## src/inc/pie_pkg.sv

```systemverilog
// Constants, types and helpers shared by the peripheral interrupt enable bank.
package pie_pkg;

    localparam int DATA_W = 8;
    localparam int ADDR_W = 4;

    typedef logic [DATA_W-1:0] pie_byte_t;

    typedef struct packed {
        logic                 wr;
        logic                 rd;
        logic [ADDR_W-1:0]    addr;
        pie_byte_t            wdata;
    } pie_bus_t;

    localparam logic [ADDR_W-1:0] ADDR_ENABLE  = 4'h0;
    localparam logic [ADDR_W-1:0] ADDR_FLAGS   = 4'h1;
    localparam logic [ADDR_W-1:0] ADDR_STATUS  = 4'h2;
    localparam logic [ADDR_W-1:0] ADDR_MASK    = 4'h3;
    localparam logic [ADDR_W-1:0] ADDR_REQ     = 4'h4;
    localparam logic [ADDR_W-1:0] ADDR_EN_SET  = 4'h5;
    localparam logic [ADDR_W-1:0] ADDR_EN_CLR  = 4'h6;

    localparam int BIT_CAPCMP5 = 6;
    localparam int BIT_CAPCMP4 = 5;
    localparam int BIT_CAPCMP3 = 4;
    localparam int BIT_TIMER6  = 3;
    localparam int BIT_TIMER4  = 1;

    localparam pie_byte_t IMPL_MASK  = 8'h7A;
    localparam pie_byte_t RESET_VAL  = 8'h00;
    localparam pie_byte_t READ_IDLE  = 8'h00;
    localparam pie_byte_t ALL_ONES   = 8'hFF;

    // Keeps only the implemented bit positions of a register value.
    function automatic pie_byte_t impl_only(input pie_byte_t v);
        return v & IMPL_MASK;
    endfunction

endpackage

```

## src/verilog/pie_event_reg.sv

```systemverilog
// Sticky event bits where a set in the same cycle wins over a clear.
`timescale 1ns/10ps
module pie_event_reg (
    input  wire logic              clk_sys,
    input  wire logic              rst,
    input  wire pie_pkg::pie_byte_t set_bits,
    input  wire pie_pkg::pie_byte_t clr_bits,
    output pie_pkg::pie_byte_t      q
);

    pie_pkg::pie_byte_t next_q;

    always_comb begin
        next_q = pie_pkg::impl_only((q & ~clr_bits) | set_bits);
    end

    always_ff @(posedge clk_sys) begin
        if (rst) begin
            q <= pie_pkg::RESET_VAL;
        end else begin
            q <= next_q;
        end
    end

endmodule

```

## src/verilog/pie_gate.sv

```systemverilog
// Registered bitwise gate of two vectors and the registered OR of the result.
`timescale 1ns/10ps
module pie_gate (
    input  wire logic              clk_sys,
    input  wire logic              rst,
    input  wire pie_pkg::pie_byte_t a,
    input  wire pie_pkg::pie_byte_t b,
    output pie_pkg::pie_byte_t      gated,
    output logic                    any
);

    pie_pkg::pie_byte_t next_gated;

    always_comb begin
        next_gated = pie_pkg::impl_only(a & b);
    end

    always_ff @(posedge clk_sys) begin
        if (rst) begin
            gated <= pie_pkg::RESET_VAL;
            any   <= 1'b0;
        end else begin
            gated <= next_gated;
            any   <= |next_gated;
        end
    end

endmodule

```

## src/verilog/pie_enable_bank.sv

```systemverilog
// Peripheral interrupt enable bank three with pending flags, sticky status and register port.
//
// Behaviour
// - Fifth capture/compare request passes to irq_req_vec and periph_irq_req only while enable bit 6 is one; irq is gated by mask bit 6 instead.
// - Fourth capture/compare request passes to irq_req_vec and periph_irq_req only while writable enable bit 5 is one; irq is gated by mask bit 5 instead.
// - Third capture/compare request passes to irq_req_vec and periph_irq_req only while enable bit 4 is one; irq is gated by mask bit 4 instead.
// - Timer six period match request passes to irq_req_vec and periph_irq_req only while enable bit 3 is one; irq is gated by mask bit 3 instead.
// - Timer four period match request passes to irq_req_vec and periph_irq_req only while enable bit 1 is one; irq is gated by mask bit 1 instead.
// - Bits 7, 2 and 0 are unimplemented: read zero, writes ignored.
//
// The implementer's own choices: the placing of the registers and the strobed register port.
`timescale 1ns/10ps
module pie_enable_bank (
    input  wire logic              clk_sys,
    input  wire logic              rst,
    input  wire pie_pkg::pie_bus_t bus,
    output pie_pkg::pie_byte_t      rdata,
    input  wire logic              capcmp5_event,
    input  wire logic              capcmp4_event,
    input  wire logic              capcmp3_event,
    input  wire logic              timer6_match_event,
    input  wire logic              timer4_match_event,
    output pie_pkg::pie_byte_t      irq_req_vec,
    output logic                    periph_irq_req,
    output logic                    irq
);

    pie_pkg::pie_byte_t peripheral_irq_enable_3;
    pie_pkg::pie_byte_t src_events;
    pie_pkg::pie_byte_t flags;
    pie_pkg::pie_byte_t flag_clr;
    pie_pkg::pie_byte_t status;
    pie_pkg::pie_byte_t status_clr;
    pie_pkg::pie_byte_t mask;
    pie_pkg::pie_byte_t next_rdata;
    logic               capcmp5_irq_en;
    logic               capcmp4_irq_en;
    logic               capcmp3_irq_en;
    logic               timer6_match_irq_en;
    logic               timer4_match_irq_en;
    logic               next_capcmp5_irq_en;
    logic               next_capcmp4_irq_en;
    logic               next_capcmp3_irq_en;
    logic               next_timer6_match_irq_en;
    logic               next_timer4_match_irq_en;
    logic               capcmp5_irq_mask;
    logic               capcmp4_irq_mask;
    logic               capcmp3_irq_mask;
    logic               timer6_match_irq_mask;
    logic               timer4_match_irq_mask;
    logic               next_capcmp5_irq_mask;
    logic               next_capcmp4_irq_mask;
    logic               next_capcmp3_irq_mask;
    logic               next_timer6_match_irq_mask;
    logic               next_timer4_match_irq_mask;

    // True when the bus writes the given register in this cycle.
    function automatic logic wr_hit(input pie_pkg::pie_bus_t b, input logic [pie_pkg::ADDR_W-1:0] a);
        return b.wr && (b.addr == a);
    endfunction

    // True when the bus reads the given register in this cycle.
    function automatic logic rd_hit(input pie_pkg::pie_bus_t b, input logic [pie_pkg::ADDR_W-1:0] a);
        return b.rd && (b.addr == a);
    endfunction

    // Next value of one enable bit: a direct write, or a set or clear through the aliases.
    function automatic logic enable_bit_next(input logic cur, input pie_pkg::pie_bus_t b, input int pos);
        logic nxt;
        nxt = cur;
        if (wr_hit(b, pie_pkg::ADDR_ENABLE)) begin
            nxt = b.wdata[pos];
        end else if (wr_hit(b, pie_pkg::ADDR_EN_SET) && b.wdata[pos]) begin
            nxt = 1'b1;
        end else if (wr_hit(b, pie_pkg::ADDR_EN_CLR) && b.wdata[pos]) begin
            nxt = 1'b0;
        end
        return nxt;
    endfunction

    // Next value of one mask bit: only a direct write of the mask register moves it.
    function automatic logic mask_bit_next(input logic cur, input pie_pkg::pie_bus_t b, input int pos);
        logic nxt;
        nxt = cur;
        if (wr_hit(b, pie_pkg::ADDR_MASK)) begin
            nxt = b.wdata[pos];
        end
        return nxt;
    endfunction

    // Places each source event at the bit position of its enable bit.
    always_comb begin
        src_events                       = pie_pkg::RESET_VAL;
        src_events[pie_pkg::BIT_CAPCMP5] = capcmp5_event;
        src_events[pie_pkg::BIT_CAPCMP4] = capcmp4_event;
        src_events[pie_pkg::BIT_CAPCMP3] = capcmp3_event;
        src_events[pie_pkg::BIT_TIMER6]  = timer6_match_event;
        src_events[pie_pkg::BIT_TIMER4]  = timer4_match_event;
    end

    // Next values of the enable bits; bits 7, 2 and 0 have no storage at all.
    always_comb begin
        next_capcmp5_irq_en      = enable_bit_next(capcmp5_irq_en, bus, pie_pkg::BIT_CAPCMP5);
        next_capcmp4_irq_en      = enable_bit_next(capcmp4_irq_en, bus, pie_pkg::BIT_CAPCMP4);
        next_capcmp3_irq_en      = enable_bit_next(capcmp3_irq_en, bus, pie_pkg::BIT_CAPCMP3);
        next_timer6_match_irq_en = enable_bit_next(timer6_match_irq_en, bus, pie_pkg::BIT_TIMER6);
        next_timer4_match_irq_en = enable_bit_next(timer4_match_irq_en, bus, pie_pkg::BIT_TIMER4);
    end

    always_ff @(posedge clk_sys) begin
        if (rst) begin
            capcmp5_irq_en <= pie_pkg::RESET_VAL[pie_pkg::BIT_CAPCMP5];
        end else begin
            capcmp5_irq_en <= next_capcmp5_irq_en;
        end
    end

    always_ff @(posedge clk_sys) begin
        if (rst) begin
            capcmp4_irq_en <= pie_pkg::RESET_VAL[pie_pkg::BIT_CAPCMP4];
        end else begin
            capcmp4_irq_en <= next_capcmp4_irq_en;
        end
    end

    always_ff @(posedge clk_sys) begin
        if (rst) begin
            capcmp3_irq_en <= pie_pkg::RESET_VAL[pie_pkg::BIT_CAPCMP3];
        end else begin
            capcmp3_irq_en <= next_capcmp3_irq_en;
        end
    end

    always_ff @(posedge clk_sys) begin
        if (rst) begin
            timer6_match_irq_en <= pie_pkg::RESET_VAL[pie_pkg::BIT_TIMER6];
        end else begin
            timer6_match_irq_en <= next_timer6_match_irq_en;
        end
    end

    always_ff @(posedge clk_sys) begin
        if (rst) begin
            timer4_match_irq_en <= pie_pkg::RESET_VAL[pie_pkg::BIT_TIMER4];
        end else begin
            timer4_match_irq_en <= next_timer4_match_irq_en;
        end
    end

    // Enable register view: implemented bits in place, unimplemented bits tied low.
    always_comb begin
        peripheral_irq_enable_3                       = pie_pkg::READ_IDLE;
        peripheral_irq_enable_3[pie_pkg::BIT_CAPCMP5] = capcmp5_irq_en;
        peripheral_irq_enable_3[pie_pkg::BIT_CAPCMP4] = capcmp4_irq_en;
        peripheral_irq_enable_3[pie_pkg::BIT_CAPCMP3] = capcmp3_irq_en;
        peripheral_irq_enable_3[pie_pkg::BIT_TIMER6]  = timer6_match_irq_en;
        peripheral_irq_enable_3[pie_pkg::BIT_TIMER4]  = timer4_match_irq_en;
    end

    // Pending flags: set by source events, cleared by writing ones; enable plays no part.
    always_comb begin
        flag_clr = pie_pkg::RESET_VAL;
        if (wr_hit(bus, pie_pkg::ADDR_FLAGS)) begin
            flag_clr = bus.wdata;
        end
    end

    pie_event_reg u_flags (
        .clk_sys  (clk_sys),
        .rst      (rst),
        .set_bits (src_events),
        .clr_bits (flag_clr),
        .q        (flags)
    );

    // Gated requests toward the core; master enable lives in the core.
    pie_gate u_req_gate (
        .clk_sys (clk_sys),
        .rst     (rst),
        .a       (flags),
        .b       (peripheral_irq_enable_3),
        .gated   (irq_req_vec),
        .any     (periph_irq_req)
    );

    // Sticky event status, cleared by a read of the status register.
    always_comb begin
        status_clr = pie_pkg::RESET_VAL;
        if (rd_hit(bus, pie_pkg::ADDR_STATUS)) begin
            status_clr = pie_pkg::ALL_ONES;
        end
    end

    pie_event_reg u_status (
        .clk_sys  (clk_sys),
        .rst      (rst),
        .set_bits (src_events),
        .clr_bits (status_clr),
        .q        (status)
    );

    // Next values of the mask bits, in the same layout as the enable bits.
    always_comb begin
        next_capcmp5_irq_mask      = mask_bit_next(capcmp5_irq_mask, bus, pie_pkg::BIT_CAPCMP5);
        next_capcmp4_irq_mask      = mask_bit_next(capcmp4_irq_mask, bus, pie_pkg::BIT_CAPCMP4);
        next_capcmp3_irq_mask      = mask_bit_next(capcmp3_irq_mask, bus, pie_pkg::BIT_CAPCMP3);
        next_timer6_match_irq_mask = mask_bit_next(timer6_match_irq_mask, bus, pie_pkg::BIT_TIMER6);
        next_timer4_match_irq_mask = mask_bit_next(timer4_match_irq_mask, bus, pie_pkg::BIT_TIMER4);
    end

    always_ff @(posedge clk_sys) begin
        if (rst) begin
            capcmp5_irq_mask <= pie_pkg::RESET_VAL[pie_pkg::BIT_CAPCMP5];
        end else begin
            capcmp5_irq_mask <= next_capcmp5_irq_mask;
        end
    end

    always_ff @(posedge clk_sys) begin
        if (rst) begin
            capcmp4_irq_mask <= pie_pkg::RESET_VAL[pie_pkg::BIT_CAPCMP4];
        end else begin
            capcmp4_irq_mask <= next_capcmp4_irq_mask;
        end
    end

    always_ff @(posedge clk_sys) begin
        if (rst) begin
            capcmp3_irq_mask <= pie_pkg::RESET_VAL[pie_pkg::BIT_CAPCMP3];
        end else begin
            capcmp3_irq_mask <= next_capcmp3_irq_mask;
        end
    end

    always_ff @(posedge clk_sys) begin
        if (rst) begin
            timer6_match_irq_mask <= pie_pkg::RESET_VAL[pie_pkg::BIT_TIMER6];
        end else begin
            timer6_match_irq_mask <= next_timer6_match_irq_mask;
        end
    end

    always_ff @(posedge clk_sys) begin
        if (rst) begin
            timer4_match_irq_mask <= pie_pkg::RESET_VAL[pie_pkg::BIT_TIMER4];
        end else begin
            timer4_match_irq_mask <= next_timer4_match_irq_mask;
        end
    end

    // Mask register view with the unimplemented bits tied low.
    always_comb begin
        mask                       = pie_pkg::READ_IDLE;
        mask[pie_pkg::BIT_CAPCMP5] = capcmp5_irq_mask;
        mask[pie_pkg::BIT_CAPCMP4] = capcmp4_irq_mask;
        mask[pie_pkg::BIT_CAPCMP3] = capcmp3_irq_mask;
        mask[pie_pkg::BIT_TIMER6]  = timer6_match_irq_mask;
        mask[pie_pkg::BIT_TIMER4]  = timer4_match_irq_mask;
    end

    pie_gate u_irq_gate (
        .clk_sys (clk_sys),
        .rst     (rst),
        .a       (status),
        .b       (mask),
        .gated   (),
        .any     (irq)
    );

    // Read data stands in the cycle after the read strobe only.
    always_comb begin
        next_rdata = pie_pkg::READ_IDLE;
        if (bus.rd) begin
            case (bus.addr)
                pie_pkg::ADDR_ENABLE: begin
                    next_rdata = peripheral_irq_enable_3;
                end
                pie_pkg::ADDR_FLAGS: begin
                    next_rdata = flags;
                end
                pie_pkg::ADDR_STATUS: begin
                    next_rdata = status;
                end
                pie_pkg::ADDR_MASK: begin
                    next_rdata = mask;
                end
                pie_pkg::ADDR_REQ: begin
                    next_rdata = irq_req_vec;
                end
                default: begin
                    next_rdata = pie_pkg::READ_IDLE;
                end
            endcase
        end
    end

    always_ff @(posedge clk_sys) begin
        if (rst) begin
            rdata <= pie_pkg::READ_IDLE;
        end else begin
            rdata <= next_rdata;
        end
    end

endmodule

```

## config.mk

```make
export PLATFORM = sky130hd
export DESIGN_NAME = pie_enable_bank
export DESIGN_NICKNAME = d
export VERILOG_FILES = /design/src/inc/pie_pkg.sv /design/src/verilog/pie_event_reg.sv /design/src/verilog/pie_gate.sv /design/src/verilog/pie_enable_bank.sv
export SDC_FILE = /design/constraint.sdc
export NUM_CORES = 1
export LEC_CHECK = 0
export ABC_AREA = 1
export BUFFER_PORTS_ARGS = -buffer_cell sky130_fd_sc_hd__buf_2
export CORE_MARGIN = 10
export CORE_UTILIZATION = 54
export DETAILED_ROUTE_END_ITERATION = 6
export PLACE_DENSITY = 0.9
export SYNTH_ARGS = -nofsm -noshare
export SYNTH_HDL_FRONTEND = slang
export SYNTH_HIERARCHICAL = 1
export SYNTH_SLANG_ARGS = --single-unit
```

## constraint.sdc

```tcl
create_clock -name clk_sys -period 1.2 [get_ports clk_sys]
set_input_delay 0.18 -clock clk_sys [delete_from_list [all_inputs] [get_ports clk_sys]]
set_output_delay 0.18 -clock clk_sys [all_outputs]
set_load 0.01 [all_outputs]
```

; ---- Word level (Yosys, flattened, before mapping)
; Index checks and enable logic that the tools add are counted.
[op_classes]
add_sub_neg = 0
multipliers = 0
div = 0
order_cmp = 0
n_eq_ne = 6
n_shift = 0
n_mux = 18
bitwise_logic = 9
n_reduce_logical = 25
[op_table]
columns = cell, n
row1 = $pmux 8 s5, 1
row2 = $and 7x7->7, 4
row3 = $logic_and 1x1->1, 16
row4 = $mux 1, 15
row5 = $reduce_bool 3->1, 5
row6 = $mux 7, 2
row7 = $not 7->7, 2
row8 = $or 7x7->7, 2
row9 = $eq 4x3->1 const B, 3
row10 = $reduce_or 5->1, 2
row11 = $eq 4x2->1 const B, 2
row12 = $eq 4x1->1 const B, 1
row13 = $logic_not 4->1, 1
row14 = $reduce_or 2->1, 1
row15 = $not 1->1, 1
[word_totals]
regBits = 38
latch_bits = 0
mem_bits_rw = 0
rom_bits = 0
inputBits = 21
out_inout_bits = 18
wordCells = 75
memories = 0

; ---- Longest topological paths before layout
; Gate-level depths: netlist (run 1).
[logic_depth]
ltp_word = 6
mapped_depth = 8
mapped_depth_nobuf = 8

; ---- By module
; The synthesis (run 1) kept the hierarchy.
[modules_own_cells]
columns = module, n_inst, cells_per_inst, area_each_um2, seq_area_each_um2
row1 = pie_enable_bank, 1, 177, 1066.0, 360.3
row2 = pie_event_reg, 2, 29, 207.7, 100.1
row3 = pie_gate, 2, 24, 202.7, 120.1

; ---- Worst setup path after synthesis (run 1)
; OpenSTA, ideal clock, no wires.
[synth_timing]
kind = input port to flip-flop
startpoint = input bus[10] (netlist bit)
endpoint = register u_flags.q[1]
setup_ns = 0.116
t_arrival_ns = 0.931
t_required_ns = 1.084
path_slack_ns = 0.153
path_stages = 8
path_buffers = 0
cell_sequence = inv_1 -> nand2_2 -> nor2_4 -> nand2_1 -> nor2_1 -> inv_1 -> nand2_1 -> a21oi_1
[synth_via]
elab_chain_cells = 6
[synth_rtl]
columns = element, line_no
row1 = start: declaration, pie_enable_bank.sv:16  ; input wire pie_pkg::pie_bus_t bus,
row2 = $eq 4x1->1, pie_enable_bank.sv:59  ; return b.wr && (b.addr == a);
row3 = $logic_and 1x1->1, pie_enable_bank.sv:59
row4 = $mux 7, pie_enable_bank.sv:163  ; if (wr_hit(bus, pie_pkg::ADDR_FLAGS)) begin
row5 = net flag_clr[1], pie_enable_bank.sv:31  ; pie_pkg::pie_byte_t flag_clr;
row6 = $not 7->7, pie_event_reg.sv:14  ; next_q = pie_pkg::impl_only((q & ~clr_bits) | set_bits);
row7 = $and 7x7->7, pie_event_reg.sv:14
row8 = $or 7x7->7, pie_event_reg.sv:14
row9 = end signal: assignment, pie_event_reg.sv:19  ; q <= pie_pkg::RESET_VAL;
row10 = end signal: assignment, pie_event_reg.sv:21  ; q <= next_q;
row11 = end: declaration, pie_event_reg.sv:8  ; output pie_pkg::pie_byte_t q
; The timed path passes the listed nets, and every way through them passes these cells.
; A chain may end at the register's enable or synchronous reset.

; ---- Final worst setup path (run 1)
[layout_timing]
startpoint = register u_req_gate.gated[6]
endpoint = output irq_req_vec[6]
[layout_rtl]
columns = element, line_no
row1 = start: declaration, pie_gate.sv:8  ; output pie_pkg::pie_byte_t gated,
row2 = start signal: assignment, pie_gate.sv:20  ; gated <= pie_pkg::RESET_VAL;
row3 = start signal: assignment, pie_gate.sv:23  ; gated <= next_gated;
row4 = end: declaration, pie_enable_bank.sv:23  ; output pie_pkg::pie_byte_t irq_req_vec,
; No word-level cell between the ends.

==> results by group, run 1 <==
Floorplan
  • Die H: 76.4 um
  • Row cnt: 20
  • Starting density of the core: 56.2%
  • Die Wd: 76.4 um
  • I/O pin count: 39
  • Core area: 0.00305 mm2
  • Die Area: 0.00583 mm2

Finish
  • Filler cell count: 294
  • Area Growth Syn to Fin: 17.0%
  • Final nets: 326
  • # diodes: 0
  • Share of cells above drive strength 1: 19.3%
  • Layout Cells excl Fill: 350

Synthesis
  • Yosys warns: 6
  • Synth Instances: 262
  • Syn avg cell area: 6.55 um2
  • Syn Std Cell Area: 0.00172 mm2

GRT
  • Initial antenna violation count: 0
  • Total track usage: 14.8%
  • Total gr overflow: 0
  • Vias in the first global route: 1590
  • First-pass GRT wire length: 7130 um
  • Largest net degree at the start of global routing: 22

Place
  • Routability Congestion: 0.964
  • Port bufs: 32
  • Placed cell count: 342
  • Detailed Place HPWL: 3280 um

Worst setup path
  • WS Path Type: reg2out
  • Startpoint types: flop
  • Critical path required time: 1.02 ns
  • Critical path buffers and inverters: 1
  • CP endpoint kind: primary output
  • Max incr delay on CP: 0.35 ns
  • Critical path's top delay family: flip-flops
  • CP arrival: 0.83 ns
  • Worst path slowest cell: dfxtp_1
  • Worst Path Max Fanout: 2
  • Worst path cell trace: buf_2

Clocking
  • CTS root buf: clkbuf_4
  • Post-CTS Hold Buffers: 0
  • H-Tree Depth: 2
  • Clk buf depth: 2
  • Num CTS Buffers: 5
  • Setup Buffers After CTS: 0
  • Clock slew at reported path FFs: 0.10 ns
  • Worst-Skew Late Latency: 0.34 ns
  • CTS tree: done
  • # clock sinks: 35
  • Post-CTS sizing: 0

Drt
  • Drt pass-1 iters: 4
  • DR iter-0 viols: 112
  • DRC Markers: 0
  • Drt total wl: 4180 um
  • DR WL/cell: 11.9 um
  • Via count: 1673
  • Post-route ant nets: 0
  • Post-DR vias/cell: 4.78

STA
  • Hold Vio Cnt, Final: 0
  • Max Clk Rate: 991 MHz
  • Setup TNS: 0 ns
  • Setup violators final: 0
  • Fin. max-slew vios: 0
  • Post-route minimum period: 1.01 ns
  • RSZ-0062 raised after global routing: no
  • Clk_skew: 0.00766 ns
  • Fin crit share: 84.1%

Status
  • Outcome: complete, no violations

Flow run
  • Max Cap Viol: 0

Power and ir drop
  • Leakage: 1.06 nW
  • Peak supply drop: 0.000690 V
  • PwrDens: 1040 mW/mm2

Worst hold path
  • Hold WC Path Type: in2reg
==> metrics by stage <==
step / hold WS (ns) / cell area, um2 / power, mW / setup slack (ns) / utilization (%)
2_1_floorplan: 0.249 / 1740 / 1.40 / 0.185 / -
5_1_grt: 0.0618 / 2010 / 2.19 / 0.128 / 65.7
6_report: 0.0668 / 2010 / 2.08 / 0.191 / 65.7
3_3_place_gp: 0.430 / 1960 / 1.49 / 0.0759 / 64.1
3_5_place_dp: 0.435 / 1960 / 1.49 / 0.0538 / 64.1
4_1_cts: 0.0634 / 2010 / 2.08 / 0.184 / 65.7
==> report_power, final <==
| group | internal [mW] | total (mW) | leakage, nW | switching, mW |
|---|---|---|---|---|
| Clock | 0.228 | 0.612 | 0.0293 | 0.384 |
| Sequential | 1.20 | 1.22 | 0.286 | 0.0272 |
| Combinational | 0.0906 | 0.247 | 0.740 | 0.156 |
==> final cells by class <==
type | instances | area, um2 | share of cell area, %
well taps | 44 | 55.1 | 2.74
clock buffers | 7 | 45.0 | 2.24
multi-input cells | 178 | 788 | 39.3
inverters | 42 | 158 | 7.86
clock inverters | 1 | 5.00 | 0.249
flip-flops and latches | 35 | 701 | 34.9
repair buffers | 43 | 255 | 12.7
==> registers in the layout, summed over array words and instances, names as in the netlist, 5 cells and up <==
| name | cells |
|---|---|
| u_flags/q | 5 |
| u_req_gate/gated | 5 |
| rdata | 8 |
| u_status/q | 5 |
==> layer usage <==
metal | vias to the layer above | global-route usage [%] | part of all wire (%)
li1 | 876 | - | -
met1 | 731 | 16.8 | 41
met2 | 60 | 24.1 | 47
met3 | 6 | 7.19 | 11
met4 | 0 | 4.09 | 1.1
met5 | - | 0 | 0
==> path summary, 6_finish.rpt <==
check,end,slack (ns),startpoint,cells past startpoint
worst max-delay path,irq_req_vec[6],0.19,u_req_gate/gated[6]$_SDFF_PP0_,1
worst min-delay path,u_status/q[3]$_SDFF_PP0_,0.07,timer6_match_event,3
worst max register to register,u_req_gate/any$_SDFF_PP0_,0.40,u_flags/q[1]$_SDFF_PP0_,4
worst min register to register,u_status/q[5]$_SDFF_PP0_,0.49,u_status/q[5]$_SDFF_PP0_,2
==> layout by cell type, fill, tap and decap left out <==
cell and instances:
nand2_1 70, nor2_2 2, inv_1 42, dfxtp_1 35, buf_2 32, a21oi_1 20
clkbuf_1 2, conb_1 9, nand3_2 1, nor2_1 28, buf_4 10, nand3_1 40
clkbuf_4 5, nand2_2 4, buf_12 1, nor3_1 1, clkinv_2 1, nor2_4 3
Note: power is estimated with default switching activity, not from simulation.
==> run 2: changes to the inputs <==
- clock period: 1.2 -> 1 ns (I/O delays scaled with it)
==> results by group, run 2 (synthesis results as in run 1) <==
Status
  • Outcome: complete, no violations

Clocking
  • Worst-Skew Late Latency: 0.34 ns (about the same)
  • # clock sinks: 35 (unchanged)
  • Num CTS Buffers: 5 (unchanged)
  • Clock slew at reported path FFs: 0.10 ns (about the same)
  • CTS root buf: clkbuf_4
  • Setup Buffers After CTS: 0 (unchanged)
  • CTS tree: done
  • H-Tree Depth: 2 (unchanged)
  • Clk buf depth: 2 (unchanged)

Floorplan
  • Die H: 76.4 um (unchanged)
  • Core area: 0.00305 mm2 (unchanged)
  • Die Wd: 76.4 um (unchanged)
  • Row cnt: 20 (unchanged)
  • I/O pin count: 39 (unchanged)
  • Starting density of the core: 56.2% (unchanged)
  • Die Area: 0.00583 mm2 (unchanged)

Finish
  • Area Growth Syn to Fin: 21.2%
  • Commonest non-fill, non-tap cell in the layout: nand2_1
  • # diodes: 0 (unchanged)
  • Top reg by flops: rdata
  • Commonest cells after routing, fill and taps aside: nand2_1 (70), inv_1 (42), nand3_1 (40)
  • Final nets: 335 (+2.8%)
  • Fin area: 0.00208 mm2 (+3.6%)
  • Share of cells above drive strength 1: 22.5% (+3.3 points)
  • Largest register FFs: 8 (unchanged)

STA
  • Post-route minimum period: 0.968 ns
  • RSZ-0062 raised after global routing: no
  • Max Clk Rate: 1030 MHz
  • Hold Vio Cnt, Final: 0 (unchanged)
  • Fin. max-slew vios: 0 (unchanged)
  • Final worst slack: 0.0322 ns (-0.159 ns)
  • Fin crit share: 96.8%
  • Setup violators final: 0 (unchanged)
  • Clk_skew: 0.00657 ns (-0.00109 ns)

Worst setup path
  • Worst path slowest cell: dfxtp_1
  • Crit path capture: irq_req_vec[3]
  • Critical path buffers and inverters: 1 (unchanged)
  • Critical path depth in cells: 1 (unchanged)
  • Worst r2r dst: u_req_gate/any$_SDFF_PP0_
  • Max incr delay on CP: 0.35 ns (about the same)
  • Worst path cell trace: buf_2
  • Worst Path Max Fanout: 2 (unchanged)
  • WS Path Type: reg2out
  • CP endpoint kind: primary output
  • Beginning of the critical path: u_req_gate/gated[3]$_SDFF_PP0_
  • R2R cell count: 4 (unchanged)
  • Startpoint types: flop
  • CP arrival: 0.82 ns (about the same)
  • FF-to-FF Start: u_flags/q[1]$_SDFF_PP0_
  • Critical path required time: 0.85 ns (-0.17 ns)
  • Critical path's top delay family: flip-flops
  • R2R setup slack: 0.22 ns (-0.18 ns)

Place
  • Routability Congestion: 0.906 (-6.0%)
  • Port bufs: 32 (unchanged)
  • Placed Area: 0.00202 mm2 (+3.5%)
  • Pre-CTS setup slack: -0.111 ns (-0.165 ns)
  • Detailed Place HPWL: 3370 um (+2.7%)

GRT
  • Initial antenna violation count: 0 (unchanged)
  • Largest net degree at the start of global routing: 13 (-41%)
  • Total track usage: 14.7% (-0.080 points)
  • Vias in the first global route: 1678 (+5.5%)
  • First-pass GRT wire length: 7220 um (+1.3%)
  • Total gr overflow: 0 (unchanged)

Power and ir drop
  • PnR Total Power: 2.51 mW (+21%)
  • Leakage: 1.10 nW (+4.4%)
  • Peak supply drop: 0.000894 V (+30%)
  • PwrDens: 1210 mW/mm2 (+16%)

Drt
  • DR WL/cell: 11.8 um (-1.4%)
  • DRC Markers: 0 (unchanged)
  • Post-route ant nets: 0 (unchanged)
  • DR iter-0 viols: 117 (+4.5%)
  • Via count: 1705 (+1.9%)
  • Drt pass-1 iters: 5 (+1)
  • Post-DR vias/cell: 4.75 (-0.64%)
  • Drt total wl: 4220 um (+1.1%)

Worst hold path
  • Hold WC Path Type: in2reg
  • Hold depth: 3 (unchanged)

Flow run
  • Max Cap Viol: 0 (unchanged)
-- run 2: area by class of cell --
type	instances	area, um2
inverters	42	158
well taps	44	55.1
multi-input cells	178	788
clock inverters	1	5.00
fillers	288	975
clock buffers	7	45.0
repair buffers	52	323
flip-flops and latches	35	704
-- run 2: how the worst min path moves through the flow --
stage,end,start
2_1_floorplan,u_flags/q[1]$_SDFF_PP0_,rst
3_3_place_gp,u_status/q[3]$_SDFF_PP0_,timer6_match_event
4_1_cts,u_status/q[6]$_SDFF_PP0_,capcmp5_event
6_report,u_flags/q[4]$_SDFF_PP0_,capcmp3_event
5_1_grt,u_status/q[5]$_SDFF_PP0_,capcmp4_event
3_5_place_dp,u_status/q[6]$_SDFF_PP0_,capcmp5_event
-- run 2: power breakdown --
part	switching (mW)	internal, mW	leakage [nW]
registers	0.0357	1.44	0.287
logic	0.190	0.129	0.785
clock network	0.446	0.274	0.0293
total	0.672	1.84	1.10
-- run 2: per-layer routing --
metal,vias to the layer above,wire [um],share of wire [%],global-route usage (%)
met2,62,1970,47,24.8
met4,0,68,1.6,6.51
met3,10,421,10,6.25
met1,744,1760,42,15.7
met5,-,0,0,0
li1,889,-,-,-
-- run 2: repair_timing --
| item | in CTS | in global routing |
|---|---|---|
| hold buffers | 0 | 0 |
| setup endpoints to repair | 0 | 3 |
| hold endpoints to repair | 0 | 0 |
| gates resized for setup | 0 | 3 |
-- run 2: through the flow --
step | std cells | util [%] | hold WS (ns) | setup TNS [ns]
after floorplan | 268 | - | 0.219 | 0
after global placement | 351 | 66.3 | 0.400 | -0.961
after detailed placement | 351 | 66.3 | 0.405 | -1.63
after CTS | 359 | 68.0 | 0.0486 | 0
after global routing | 359 | 68.1 | 0.0437 | 0
final | 359 | 68.1 | 0.0477 | 0
==> run 3: changes to the inputs <==
- CORE_UTILIZATION: 54 -> 40
- PLACE_DENSITY: 0.9 -> 0.72
==> results by group, run 3 (synthesis results as in run 1) <==
Finish
  • Final nets: 334 (-0.30%)
  • # diodes: 0 (unchanged)
  • Area Growth Syn to Fin: 24.2%
  • Fin area: 0.00213 mm2 (+2.5%)
  • Commonest non-fill, non-tap cell in the layout: nand2_1
  • Commonest cells after routing, fill and taps aside: nand2_1 (70), inv_1 (42), nand3_1 (40)
  • Post-layout util: 52.1% (-16 points)
  • Share of cells above drive strength 1: 21.7% (-0.81 points)
  • Top reg by flops: rdata
  • Largest register FFs: 8 (unchanged)

STA
  • Fin. max-slew vios: 0 (unchanged)
  • Post-route minimum period: 0.910 ns (-0.0578 ns)
  • Hold Vio Cnt, Final: 0 (unchanged)
  • RSZ-0062 raised after global routing: no
  • Fin crit share: 91.0% (-5.8 points)
  • Setup violators final: 0 (unchanged)
  • Clk_skew: 0.00526 ns (-0.00131 ns)
  • Max Clk Rate: 1100 MHz (+6.4%)
  • Setup TNS: 0 ns (unchanged)

Place
  • Detailed Place HPWL: 3410 um (+1.3%)
  • Port bufs: 32 (unchanged)
  • Routability Congestion: 0.922 (+1.8%)
  • Placed Area: 0.00202 mm2 (unchanged)

Clocking
  • H-Tree Depth: 2 (unchanged)
  • Post-CTS sizing: 0 (unchanged)
  • Clock slew at reported path FFs: 0.07 ns (-0.03 ns)
  • Worst-Skew Late Latency: 0.29 ns (-0.05 ns)
  • CTS root buf: clkbuf_8
  • Num CTS Buffers: 5 (unchanged)
  • # clock sinks: 35 (unchanged)
  • Setup Buffers After CTS: 0 (unchanged)
  • CTS tree: done
  • Post-CTS Hold Buffers: 0 (unchanged)
  • Clk buf depth: 2 (unchanged)

Floorplan
  • Die Wd: 85.5 um (+12%)
  • Starting density of the core: 42.0% (-14 points)
  • Core area: 0.00409 mm2 (+34%)
  • Die Area: 0.00731 mm2 (+25%)
  • Row cnt: 23 (+15%)
  • Die H: 85.5 um (+12%)
  • I/O pin count: 39 (unchanged)

Worst setup path
  • WS Path Type: reg2out
  • Max incr delay on CP: 0.34 ns (about the same)
  • Critical path's top delay family: flip-flops
  • Startpoint types: flop
  • CP endpoint kind: primary output
  • Worst path slowest cell: dfxtp_1
  • Critical path required time: 0.85 ns (about the same)
  • Worst path cell trace: buf_2
  • Critical path buffers and inverters: 1 (unchanged)
  • CP arrival: 0.76 ns (-0.06 ns)
  • Worst Path Max Fanout: 2 (unchanged)

Drt
  • Post-DR vias/cell: 4.58 (-3.5%)
  • Drt total wl: 4240 um (+0.45%)
  • DR iter-0 viols: 137 (+17%)
  • DR WL/cell: 11.7 um (-0.66%)
  • Drt pass-1 iters: 4 (-1)
  • Post-route ant nets: 0 (unchanged)
  • DRC Markers: 0 (unchanged)
  • Via count: 1664 (-2.4%)

Power and ir drop
  • Peak supply drop: 0.00102 V (+14%)
  • PwrDens: 1410 mW/mm2 (+17%)
  • Leakage: 1.12 nW (+1.2%)

Status
  • Outcome: complete, no violations

GRT
  • Total gr overflow: 0 (unchanged)
  • Vias in the first global route: 1589 (-5.3%)
  • Initial antenna violation count: 0 (unchanged)
  • Largest net degree at the start of global routing: 15 (+2)
  • First-pass GRT wire length: 7220 um (unchanged)
  • Total track usage: 12.3% (-2.5 points)

Flow run
  • Max Cap Viol: 0 (unchanged)

Worst hold path
  • Hold WC Path Type: in2reg
run 3: final cells by class:
| cell class | instances | area, um2 |
|---|---|---|
| fill | 430 | 1960 |
| inverter | 42 | 158 |
| tap | 50 | 62.6 |
| sequential | 35 | 701 |
| clock inverter | 2 | 37.5 |
| multi-input combinational | 178 | 788 |
| clock buffer | 5 | 68.8 |
| timing repair buffer | 51 | 315 |
run 3: path summary, 6_finish.rpt:
| path | startpoint | end | slack (ns) | depth (start not counted) |
|---|---|---|---|---|
| worst max-delay path | u_req_gate/gated[3]$_SDFF_PP0_ | irq_req_vec[3] | 0.09 | 1 |
| worst max register to register | u_flags/q[1]$_SDFF_PP0_ | u_req_gate/any$_SDFF_PP0_ | 0.21 | 4 |
| worst min-delay path | capcmp3_event | u_flags/q[4]$_SDFF_PP0_ | 0.10 | 3 |
| worst min register to register | u_flags/q[5]$_SDFF_PP0_ | u_flags/q[5]$_SDFF_PP0_ | 0.48 | 2 |
run 3: through the flow:
step / std cells / power [mW] / hold WS [ns] / worst slack (ns)
floorplan: 268 / 1.68 / 0.219 / 0.0146
global placement: 356 / 1.81 / 0.400 / -0.0980
detailed placement: 356 / 1.82 / 0.407 / -0.157
CTS: 363 / 3.05 / 0.0902 / 0.0633
global route: 363 / 3.17 / 0.0918 / 0.0365
finish: 363 / 3.01 / 0.100 / 0.0900
run 3: power breakdown:
group	internal [mW]	switching, mW	total, mW
sequential	1.44	0.0346	1.47
combinational	0.127	0.188	0.316
clock	0.728	0.498	1.23
run 3: routing by layer:
metal	track usage, %	share of wire (%)
met5	0	0
met4	6.44	2.4
met3	4.68	9.8
met2	18.3	43
met1	15.0	44
